--- config.mk ---
export PLATFORM = sky130hd
export DESIGN_NAME = pcsm_reg_bank
export DESIGN_NICKNAME = d
export VERILOG_FILES = /design/src/logic/pcsm_pkg.sv /design/src/logic/pcsm_reg_bank.sv /design/src/logic/pcsm_sync2.sv
export SDC_FILE = /design/constraint.sdc
export NUM_CORES = 1
export LEC_CHECK = 0
export ABC_CLOCK_PERIOD_IN_PS = 5040
export BUFFER_PORTS_ARGS = -buffer_cell sky130_fd_sc_hd__buf_4
export CORE_UTILIZATION = 60
export DETAILED_ROUTE_END_ITERATION = 8
export PLACE_DENSITY = 0.8
export RECOVER_POWER = 50
export SYNTH_ARGS = -nofsm -noshare
export SYNTH_HDL_FRONTEND = slang
export SYNTH_SLANG_ARGS = --single-unit
--- constraint.sdc ---
create_clock -name sys_clk -period 5.04 [get_ports sys_clk]
set_clock_uncertainty 0.05 [all_clocks]
set_input_delay 1.008 -clock sys_clk [delete_from_list [all_inputs] [get_ports sys_clk]]
set_output_delay 1.008 -clock sys_clk [all_outputs]
set_load 0.02 [all_outputs]
--- src/logic/pcsm_pkg.sv ---
// Constants and types shared by the PCS management register bank.
// Assumes a clause 22 management frame sampled on the 25 MHz system clock.
package pcsm_pkg;
   // Management register addresses.
   localparam logic [4:0] ADDR_CTRL  = 5'h00;
   localparam logic [4:0] ADDR_STAT  = 5'h01;
   localparam logic [4:0] ADDR_ID_HI = 5'h02;
   localparam logic [4:0] ADDR_ID_LO = 5'h03;
   localparam logic [4:0] ADDR_EXT   = 5'h0F;
   localparam logic [4:0] ADDR_INT   = 5'h10;

   // Control register field positions.
   localparam int CTL_RESET   = 15;
   localparam int CTL_LOOP    = 14;
   localparam int CTL_SPD_LSB = 13;
   localparam int CTL_AN_EN   = 12;
   localparam int CTL_PWR     = 11;
   localparam int CTL_ISO     = 10;
   localparam int CTL_AN_RST  = 9;
   localparam int CTL_DUPLEX  = 8;
   localparam int CTL_COLTEST = 7;
   localparam int CTL_SPD_MSB = 6;
   localparam int CTL_UNIDIR  = 5;

   // Interrupt control and status register field positions.
   localparam int INT_STATUS = 1;
   localparam int INT_ENABLE = 0;
   localparam int STAT_LINK  = 2;

   // Reset values of the stored control bits.
   localparam logic RST_LOOP   = 1'b0;
   localparam logic RST_AN_EN  = 1'b1;
   localparam logic RST_PWR    = 1'b0;
   localparam logic RST_ISO    = 1'b1;
   localparam logic RST_AN_RST = 1'b0;
   localparam logic RST_UNIDIR = 1'b0;
   localparam logic RST_INT_EN = 1'b1;
   localparam logic RST_INT_ST = 1'b0;

   // Constant bits: full duplex and 1000 Mbps in control, abilities in status.
   localparam logic [15:0] CTL_FIXED  = 16'h0140;
   localparam logic [15:0] STAT_FIXED = 16'h01E0;
   localparam logic [15:0] EXT_FIXED  = 16'h8000;

   // Frame fields: opcodes and last bit counts of each phase.
   localparam logic [1:0] OP_READ   = 2'b10;
   localparam logic [1:0] OP_WRITE  = 2'b01;
   localparam logic [3:0] HDR_LAST  = 4'hB;
   localparam logic [3:0] DATA_LAST = 4'hF;

   // Frame states, Gray coded along idle, start, header, turnaround, data.
   typedef enum logic [2:0] {
      ST_IDLE  = 3'b000,
      ST_START = 3'b001,
      ST_HDR   = 3'b011,
      ST_TA    = 3'b010,
      ST_DATA  = 3'b110
   } pcsm_state_t;
endpackage : pcsm_pkg

--- src/logic/pcsm_reg_bank.sv ---
// Management register bank of a gigabit PCS, served over a clause 22 frame.
// Assumes MDC and MDIO arrive from pins and are oversampled by sys_clk;
// the negotiation done pulse and link state come from logic on sys_clk.
//
// Notes on behaviour
// - Enabled interrupt sets status on negotiation done.
// - Status stays set until written zero.
// - Disabled interrupt forces status bit to zero.
// - Interrupt output mirrors the status bit.
// - Interrupt enable is read/write, resets to one.
// - Reserved bits read zero, writes ignored.
// - Unmapped addresses read zero, writes ignored.
// - Control 0, status 1, identifier 2-3, extended 15.
// - Power down clears only via reset bit.
// - Loopback bit selects internal loopback, resets zero.
// - Ten-bit build drives wrap output from loopback.
// - Ten-bit build ignores the power down bit.
// - Isolate bit read/write, resets to one.
// - Speed bits read fixed for 1000 Mbps.
// - Duplex bit always reads one.
// - Collision test bit always reads zero.
// - Negotiation control bits are plain storage.
// - Link status latches low, refreshed on read.
`timescale 1ns/100ps
module pcsm_reg_bank
   import pcsm_pkg::*;
#(
   parameter bit          TBI_BUILD   = 1'b0,    // Ten-bit interface build.
   parameter bit          HAS_AUTONEG = 1'b1,    // Interrupt register present.
   parameter logic [15:0] PHY_ID_HI   = 16'h0000, // Arbitrary identifier value.
   parameter logic [15:0] PHY_ID_LO   = 16'h0000  // Arbitrary identifier value.
) (
   input  wire logic       sys_clk,
   input  wire logic       resetn,
   input  wire logic       mdc,
   input  wire logic       mdioIn,
   output logic            mdioOut,
   output logic            mdioOe,
   input  wire logic [4:0] phyAddr,
   input  wire logic       anDoneIn,
   input  wire logic       linkStatusIn,
   output logic            negotiation_done_irq_out,
   output logic            softResetOut,
   output logic            loopbackOut,
   output logic            wrapOut,
   output logic            powerDownOut,
   output logic            isolateOut
);
   // All state of the bank: frame engine and stored register bits.
   typedef struct packed {
      logic        mdcPrev;   // Last synchronised MDC level.
      pcsm_state_t fsm;       // Frame phase.
      logic [3:0]  bitCnt;    // Bit index within a phase.
      logic        isRead;    // Current frame is a read.
      logic        hit;       // Frame is addressed to us with a valid opcode.
      logic [4:0]  regAddr;   // Register addressed by the frame.
      logic [15:0] shift;     // Header, read data or write data.
      logic        mdioOut;   // Driven MDIO level.
      logic        mdioOe;    // High while we drive MDIO.
      logic        loopback;
      logic        anEnable;
      logic        powerDown;
      logic        isolate;
      logic        anRestart;
      logic        unidir;
      logic        softReset; // One-cycle pulse after a reset bit write.
      logic        intEnable;
      logic        intStatus;
      logic        linkLatch;
   } pcsm_regs_t;

   // Reset image of the state.
   localparam pcsm_regs_t Q_RESET = '{
      mdcPrev:   1'b1,
      fsm:       ST_IDLE,
      bitCnt:    4'h0,
      isRead:    1'b0,
      hit:       1'b0,
      regAddr:   5'h00,
      shift:     16'h0000,
      mdioOut:   1'b0,
      mdioOe:    1'b0,
      loopback:  RST_LOOP,
      anEnable:  RST_AN_EN,
      powerDown: RST_PWR,
      isolate:   RST_ISO,
      anRestart: RST_AN_RST,
      unidir:    RST_UNIDIR,
      softReset: 1'b0,
      intEnable: RST_INT_EN,
      intStatus: RST_INT_ST,
      linkLatch: 1'b0
   };

   pcsm_regs_t  q;         // Registered state.
   pcsm_regs_t  next_q;    // Next state.
   logic [1:0]  pinSync;   // Synchronised {mdc, mdio}.
   logic        mdcSync;   // Synchronised MDC.
   logic        mdioSync;  // Synchronised MDIO.
   logic        mdcRise;   // One-cycle pulse on an MDC rising edge.
   logic [15:0] shiftIn;   // Shift register with the sampled bit appended.
   logic        wrDone;    // Last data bit of a write to us sampled.
   logic [15:0] ctrlWord;  // Control register read value.
   logic [15:0] statWord;  // Status register read value.
   logic [15:0] intWord;   // Interrupt control register read value.
   logic [15:0] rdWord;    // Read value of the addressed register.
   logic        mapHit;    // Addressed register exists.

   // Both pins are asynchronous to sys_clk and pass two flip-flops first.
   pcsm_sync2 #(
      .W(2)
   ) u_sync (
      .sys_clk (sys_clk),
      .resetn  (resetn),
      .asyncIn ({mdc, mdioIn}),
      .syncOut (pinSync)
   );

   assign mdcSync  = pinSync[1];
   assign mdioSync = pinSync[0];
   assign mdcRise  = mdcSync & ~q.mdcPrev;
   assign shiftIn  = {q.shift[14:0], mdioSync};

   // A write takes effect only once all sixteen data bits have arrived.
   assign wrDone = mdcRise && (q.fsm == ST_DATA) && (q.bitCnt == DATA_LAST)
                   && !q.isRead && q.hit;

   // Fixed bits come from constants; reserved bits stay zero.
   assign ctrlWord = CTL_FIXED
                   | (16'(q.loopback)  << CTL_LOOP)
                   | (16'(q.anEnable)  << CTL_AN_EN)
                   | (16'(q.powerDown) << CTL_PWR)
                   | (16'(q.isolate)   << CTL_ISO)
                   | (16'(q.anRestart) << CTL_AN_RST)
                   | (16'(q.unidir)    << CTL_UNIDIR);
   assign statWord = STAT_FIXED | (16'(q.linkLatch) << STAT_LINK);
   assign intWord  = (16'(q.intStatus) << INT_STATUS)
                   | (16'(q.intEnable) << INT_ENABLE);

   // Address decode; register 16 only exists in the negotiation build.
   assign mapHit = (q.regAddr == ADDR_CTRL) || (q.regAddr == ADDR_STAT)
                || (q.regAddr == ADDR_ID_HI) || (q.regAddr == ADDR_ID_LO)
                || (q.regAddr == ADDR_EXT)
                || (HAS_AUTONEG && (q.regAddr == ADDR_INT));

   // Read mux; anything outside the map reads as zero.
   assign rdWord = !mapHit                    ? 16'h0000
                 : (q.regAddr == ADDR_CTRL)  ? ctrlWord
                 : (q.regAddr == ADDR_STAT)  ? statWord
                 : (q.regAddr == ADDR_ID_HI) ? PHY_ID_HI
                 : (q.regAddr == ADDR_ID_LO) ? PHY_ID_LO
                 : (q.regAddr == ADDR_EXT)   ? EXT_FIXED
                 : intWord;

   // Next state: frame engine on MDC edges, then register updates.
   always_comb begin
      next_q           = q;
      next_q.mdcPrev   = mdcSync;
      next_q.softReset = 1'b0;
      if (mdcRise) begin
         unique case (q.fsm)
            // Preamble ones are skipped; the first zero is the start bit.
            ST_IDLE: begin
               if (!mdioSync) begin
                  next_q.fsm = ST_START;
               end
            end
            // The second start bit must be one, else the frame is dropped.
            ST_START: begin
               next_q.bitCnt = 4'h0;
               next_q.fsm    = mdioSync ? ST_HDR : ST_IDLE;
            end
            // Opcode, PHY address and register address, MSB first.
            ST_HDR: begin
               next_q.shift  = shiftIn;
               next_q.bitCnt = q.bitCnt + 4'h1;
               if (q.bitCnt == HDR_LAST) begin
                  next_q.fsm     = ST_TA;
                  next_q.bitCnt  = 4'h0;
                  next_q.regAddr = shiftIn[4:0];
                  next_q.isRead  = (shiftIn[11:10] == OP_READ);
                  next_q.hit     = (shiftIn[9:5] == phyAddr)
                                && ((shiftIn[11:10] == OP_READ)
                                 || (shiftIn[11:10] == OP_WRITE));
               end
            end
            // Turnaround: on a read we drive zero for the second bit.
            ST_TA: begin
               next_q.bitCnt = q.bitCnt + 4'h1;
               if (q.bitCnt == 4'h0) begin
                  if (q.isRead && q.hit) begin
                     next_q.mdioOe  = 1'b1;
                     next_q.mdioOut = 1'b0;
                     next_q.shift   = rdWord;
                     // Reading status refreshes the latched link bit.
                     if (q.regAddr == ADDR_STAT) begin
                        next_q.linkLatch = linkStatusIn;
                     end
                  end
               end else begin
                  next_q.fsm    = ST_DATA;
                  next_q.bitCnt = 4'h0;
                  if (q.mdioOe) begin
                     next_q.mdioOut = q.shift[15];
                     next_q.shift   = {q.shift[14:0], 1'b0};
                  end
               end
            end
            // Data: shift out on reads, shift in on writes.
            ST_DATA: begin
               next_q.bitCnt = q.bitCnt + 4'h1;
               if (q.mdioOe) begin
                  next_q.mdioOut = q.shift[15];
                  next_q.shift   = {q.shift[14:0], 1'b0};
               end else begin
                  next_q.shift = shiftIn;
               end
               // The last bit is sampled now; release the line.
               if (q.bitCnt == DATA_LAST) begin
                  next_q.fsm     = ST_IDLE;
                  next_q.mdioOe  = 1'b0;
                  next_q.mdioOut = 1'b0;
               end
            end
            // Unused codes fall back to idle.
            default: begin
               next_q.fsm    = ST_IDLE;
               next_q.mdioOe = 1'b0;
            end
         endcase
      end

      // Control register write; reserved and fixed bits are ignored.
      if (wrDone && (q.regAddr == ADDR_CTRL)) begin
         if (shiftIn[CTL_RESET]) begin
            // Reset restores every control bit, power down included.
            next_q.loopback  = RST_LOOP;
            next_q.anEnable  = RST_AN_EN;
            next_q.powerDown = RST_PWR;
            next_q.isolate   = RST_ISO;
            next_q.anRestart = RST_AN_RST;
            next_q.unidir    = RST_UNIDIR;
            next_q.softReset = 1'b1;
         end else begin
            next_q.loopback  = shiftIn[CTL_LOOP];
            next_q.anEnable  = shiftIn[CTL_AN_EN];
            next_q.anRestart = shiftIn[CTL_AN_RST];
            next_q.unidir    = shiftIn[CTL_UNIDIR];
            next_q.isolate   = shiftIn[CTL_ISO];
            // Writing zero cannot leave power down; only reset can.
            next_q.powerDown = q.powerDown | shiftIn[CTL_PWR];
         end
      end

      // Interrupt enable write, only where the register exists.
      if (wrDone && HAS_AUTONEG && (q.regAddr == ADDR_INT)) begin
         next_q.intEnable = shiftIn[INT_ENABLE];
         // Writing zero clears status; writing one leaves it alone.
         if (!shiftIn[INT_STATUS]) begin
            next_q.intStatus = 1'b0;
         end
      end

      // A completion in the clearing cycle still sets the bit.
      if (HAS_AUTONEG && anDoneIn) begin
         next_q.intStatus = 1'b1;
      end
      if (!next_q.intEnable) begin
         next_q.intStatus = 1'b0;
      end

      // Any link loss pulls the latched bit low until it is read.
      if (!linkStatusIn) begin
         next_q.linkLatch = 1'b0;
      end
   end

   // State register with asynchronous reset to the reset image.
   always_ff @(posedge sys_clk or negedge resetn) begin
      if (!resetn) begin
         q <= Q_RESET;
      end else begin
         q <= next_q;
      end
   end

   // Outputs come straight from state, gated by the build option.
   assign mdioOut                  = q.mdioOut;
   assign mdioOe                   = q.mdioOe;
   assign negotiation_done_irq_out = q.intStatus;
   assign softResetOut             = q.softReset;
   assign loopbackOut              = q.loopback & ~TBI_BUILD;
   assign wrapOut                  = q.loopback & TBI_BUILD;
   assign powerDownOut             = q.powerDown & ~TBI_BUILD;
   assign isolateOut               = q.isolate;
endmodule : pcsm_reg_bank

--- src/logic/pcsm_sync2.sv ---
// Two flip-flop synchroniser for pin inputs of the management port.
// Assumes the inputs are asynchronous to sys_clk; only stage two is read.
`timescale 1ns/100ps
module pcsm_sync2 #(
   parameter int W = 2
) (
   input  wire logic         sys_clk,
   input  wire logic         resetn,
   input  wire logic [W-1:0] asyncIn,
   output logic      [W-1:0] syncOut
);
   // Both stages of the synchroniser.
   typedef struct packed {
      logic [W-1:0] stage1;
      logic [W-1:0] stage2;
   } pcsm_sync_t;

   pcsm_sync_t q;
   pcsm_sync_t next_q;

   // Stage one is read only by stage two, to contain metastability.
   always_comb begin
      next_q        = q;
      next_q.stage1 = asyncIn;
      next_q.stage2 = q.stage1;
   end

   // MDIO idles high through the pull-up, so both stages reset to ones.
   always_ff @(posedge sys_clk or negedge resetn) begin
      if (!resetn) begin
         q <= '1;
      end else begin
         q <= next_q;
      end
   end

   assign syncOut = q.stage2;
endmodule : pcsm_sync2

Yosys cells after proc, flatten, opt, wreduce, memory -nomap -nowiden
Index checks and enable logic that the tools add are counted.

word-level totals
  register bits = 47
  latch bits = 0
  bits in writable memories = 0
  ROM bits = 0
  input bits = 11
  output and inout bits = 8
  logic and storage cells = 128
  memories = 0

cells by class
  add/sub/neg operators = 1
  multipliers = 0
  divide/modulo/power cells = 0
  order comparisons = 0
  equality and inequality tests = 30
  shifts and indexed selects = 0
  muxes and demuxes = 36
  bitwise operators = 10
  reductions and logical operators = 30

operators with widths
  cell                  number
  $mux W16              6
  $pmux W16 S3          1
  $mux W17              2
  $reduce_and A5 Y1     4
  $mux W18              1
  $pmux W4 S4           1
  $or A15 B10 Y15       1
  $or A15 B11 Y15       1
  $or A15 B12 Y15       1
  $or A15 B13 Y15       1
  $or A15 B6 Y15        1
  $pmux W3 S5           1
  $mux W1               14
  $mux W14              1
  $ne A2 B1 Y1 const B  6
  $eq A5 B2 Y1 const B  2
  $ne A2 B2 Y1 const B  5
  $ne A3 B3 Y1 const B  3
  $eq A4 B4 Y1 const B  2
  $logic_and A1 B1 Y1   8
  $mux W7               1
  $eq A3 B2 Y1 const B  2
  $logic_or A1 B1 Y1    6
  $mux W2               3
  29 further kinds      33

Longest topological paths before layout
  depth after elaboration = 10
  depth in mapped cells = 8
  mapped depth without buffers = 6

Modules after synthesis
Synthesis repeated with hierarchy kept, for this count alone.

unflattened totals
  cells, all modules = 219
  area, all modules = 2,462.4 µm²

modules (own cells, without submodules)
  module         times used  cells each  area each (µm²)  seq. area each (µm²)
  pcsm_reg_bank  1           215         2,357.3          1,081.0
  pcsm_sync2     1           4           105.1            105.1

Worst setup path before layout
OpenSTA, ideal clock, no wires.

  kind = register to register
  start point = register q[35] (netlist bit)
  end point = register q[39] (netlist bit)
  setup time = 125 ps
  arrival time = 1,788 ps
  required time = 4,865 ps
  setup slack = 3,077 ps
  stages on the path, launching flop included = 8
  path buffers = 1
  clock period less this slack = 1,963 ps
  cell sequence = dfrtp_1 inv_1 ha_1 or3b_1 buf_6 o22a_1 nand3_1 mux2_2

on the way
  cells in the longest elaborated chain, start to end = 3
  elaborated cells on any way between the ends = 7
  classes of those cells = 5 x eq/ne; 2 x reduce/logical

ends and longest elaborated chain
  item                                                    line                  text
  start, declared                                         pcsm_reg_bank.sv:95   pcsm_regs_t q;
  start signal, assigned                                  pcsm_reg_bank.sv:283  q <= next_q;
  $eq A4 B4 Y1, or another cell as far along              pcsm_reg_bank.sv:177  if (q.bitCnt == HDR_LAST) begin
  $ne A2 B2 Y1 (no line) or $ne A2 B1 Y1 (tied branches)  --
  $reduce_and A5 Y1 (no line) (*)                         --

Every way passes the cells marked *; elsewhere a longest branch is shown, timed or not.
A chain may end at the register's enable or synchronous reset.

==> results.md <==
* Via density at approximately 6.2
* Post-synthesis cell count at 220
* Pin count of the biggest net entering global routing at 48
* Critical path, cell by cell: clkbuf_1
* Pleak at around 1.2 nW
* Cell family contributing the most delay on the critical path: buffers and inverters
* Failing checks: max-capacitance violations, max-slew violations
* Share of post-route cells with drive strength above 1 at 0.256
* CTS sink cnt at 47
* RSZ-0062 raised after global routing: false
* Area leader, netlist: dfrtp_1
* Register area share after synthesis at 0.474
* Die Width at roughly 67 um
* Pwr Density at ~400 mW/mm2
* Max-Cap Viols at 1
* Headroom to the max-slew limit at -0.597
* Drt wl/cell at roughly 16 um
* CP max FO at 47
* Synth top cells by count: dfrtp_1, mux2_2, inv_1, nand2_1, mux2i_1
* Critical path class: primary input to async pin
* Minimum clock period at approximately 2.8 ns
* Worst EP arrival at ~2.7 ns
* H-tree depth at 2
* Slew Limit Fails at 48
* Hold depth at 0
* Slew @ Worst Pin at roughly 2.4 ns
* DP HPWL at ~3200 um
* NumNets Final at 247
* Worst skew pair latency at 0.30 ns
* Post-synthesis cell type count at 56
* Root buf cell: clkbuf_8
* DRC at 0
* Worst path required time at about 4.9 ns
* Design Power at 1.08 mW
* Max Root-Sink Buffers at 2
* Count leader, synth: dfrtp_1
* ANT nets after route at 0
* Placement-stage cell area at approximately 0.0026 mm2
* Ys async rst share at 1.00
* Synthesis Warnings at 0
* Clock-pin slew on the worst setup and hold paths at approximately 0.070 ns
* Cell Rows at 23
* Iter 0 DRT Violations at around 120
* Final setup vio count at 0
* Core region area at between 0.004 and 0.005 mm2
* Fmax at about 0.35 GHz
* Maximum vdd drop at 0.262 mV
* Initial Util at 0.625
* Fin area at ~0.0027 mm2
* CTS resizes at 0
* Routed wire length at 4650 um
* Initial antenna violation count at 0
* Share of the clock period used by the worst path at 0.565
* Fillers at slightly above 300
* Reg2Reg Depth at 6
* Ports at 19
* Count of hold-fix buffers inserted at cts at 0
* Syn Nets at between 200 and 250
* #FFs+latches synth at 47
* Crit end category: async pin
* ANT cells at 0
* Post-synth EDFFs at 0
* Port bufs at 17
* Avg Cell Area, Syn at between 10 and 15 um2
* Synth top area cells: dfrtp_1, dfstp_2, mux2_2
* Cell area after synthesis at 0.00250 mm2
* Global-route wire length before repair at ~7900 um
* DR vias at approximately 1800
* Min-delay worst type: flip-flop to flip-flop
* Vias in the first global route at roughly 1700
* Slowest-stage cell, CP: clkbuf_1
* Post-CTS setup buffers at 0
* Share of the synthesized area in the top cell type at 0.390
* Gr ovfl total at 0
* Crit path buf inv count at 1
* Max stage delay on crit path at around 1.7 ns
* Predominant post-synthesis flop cell: dfrtp_1
* Final hold violation count at 0
* TritonCTS clock tree: yes
* Layout area overhead at 9.70%
* Die area at 0.00443 mm2
* TritonCTS buffer count at 5
* GRT Overall Usage at 0.243
* GP Congestion at between 0.8 and 0.9
* Setup tns final at 0 ns
* Levels on crit path at 1
* Die Height at approximately 67 um
* Worst Setup Start Kind: primary input
* Status: finished with violations
* Drt pass-1 iters at 4
==> report_power, final <==
part | leakage (nW) | total [mW] | switching (mW) | internal (mW)
sequential | 0.620 | 0.487 | 0.0659 | 0.421
clock | 0.0654 | 0.324 | 0.125 | 0.198
combinational | 0.504 | 0.271 | 0.154 | 0.117
total | 1.19 | 1.08 | 0.346 | 0.736
==> per-layer routing <==
| metal | GRT usage | up-vias | routed length [um] |
|---|---|---|---|
| met4 | 0.104 | 0 | 71 |
| met5 | 0 | - | 0 |
| li1 | - | 831 | - |
| met2 | 0.360 | 39 | 2180 |
| met1 | 0.340 | 892 | 2220 |
| met3 | 0.0531 | 6 | 177 |
==> cell type report <==
cell class | count | area (um2) | share of cell area
Clock buffer | 6 | 72.6 | 0.0264
Clock inverter | 2 | 60.1 | 0.0219
Inverter | 14 | 52.6 | 0.0192
Multi-Input combinational cell | 148 | 1190 | 0.432
Sequential cell | 47 | 1190 | 0.432
Tap cell | 50 | 62.6 | 0.0228
Timing Repair Buffer | 17 | 124 | 0.0451
==> path summary, 6_finish.rpt <==
path	startpoint	end	slack [ns]
worst max-delay path	resetn	negotiation_done_irq_out	2.19
worst min-delay path	u_sync.next_q[0]	u_sync.syncOut[0]	0.31
worst max register to register	q[35]	q[23]	2.55
worst min register to register	u_sync.next_q[0]	u_sync.syncOut[0]	0.31
max in group sys_clk	q[35]	q[23]	2.55
min in group asynchronous	resetn	q[12]	1.38
==> cells in the final DEF, fill, tap and decap left out, types with 5 or more instances in the layout <==
| cell | netlist | layout |
|---|---|---|
| mux2_2 | 15 | 15 |
| mux2i_1 | 11 | 11 |
| inv_1 | 14 | 14 |
| o21ai_0 | 6 | 6 |
| buf_4 | 3 | 14 |
| nand3_1 | 7 | 7 |
| dfrtp_1 | 39 | 39 |
| dfstp_2 | 8 | 7 |
| clkbuf_8 | 0 | 5 |
| a21oi_1 | 6 | 6 |
| nand2_1 | 12 | 12 |
| nor2_1 | 7 | 7 |
==> state kept, by name, summed over array words and instances (netlist names) <==
signal / flops
q: 36
mdioOe: 1
mdioOut: 1
isolateOut: 1
softResetOut: 1
negotiation_done_irq_out: 1
powerDownOut: 1
u_sync.syncOut: 2
u_sync.next_q: 2
loopbackOut: 1
==> stage by stage <==
stage | hold slack [ns] | utilization | instances | worst slack (ns)
2_1_floorplan | 0.295 | - | 220 | 3.08
3_3_place_gp | 0.297 | 0.654 | 276 | 2.68
3_5_place_dp | 0.299 | 0.654 | 276 | 2.59
4_1_cts | 0.310 | 0.687 | 284 | 2.58
5_1_grt | 0.310 | 0.686 | 284 | 1.56
6_report | 0.309 | 0.686 | 284 | 2.19
==> cells by family after synthesis <==
family | share of synthesized area
and+or+nand+nor | 0.167
AOI/OAI and AO/OA | 0.150
DFF | 0.474
muxes | 0.124
buffers and inverters | 0.0515
xor gates and xnor gates | 0.0175
adders and majority gates | 0.0150
other | 0.00150
No activity file was read; power rests on OpenSTA's default activity.
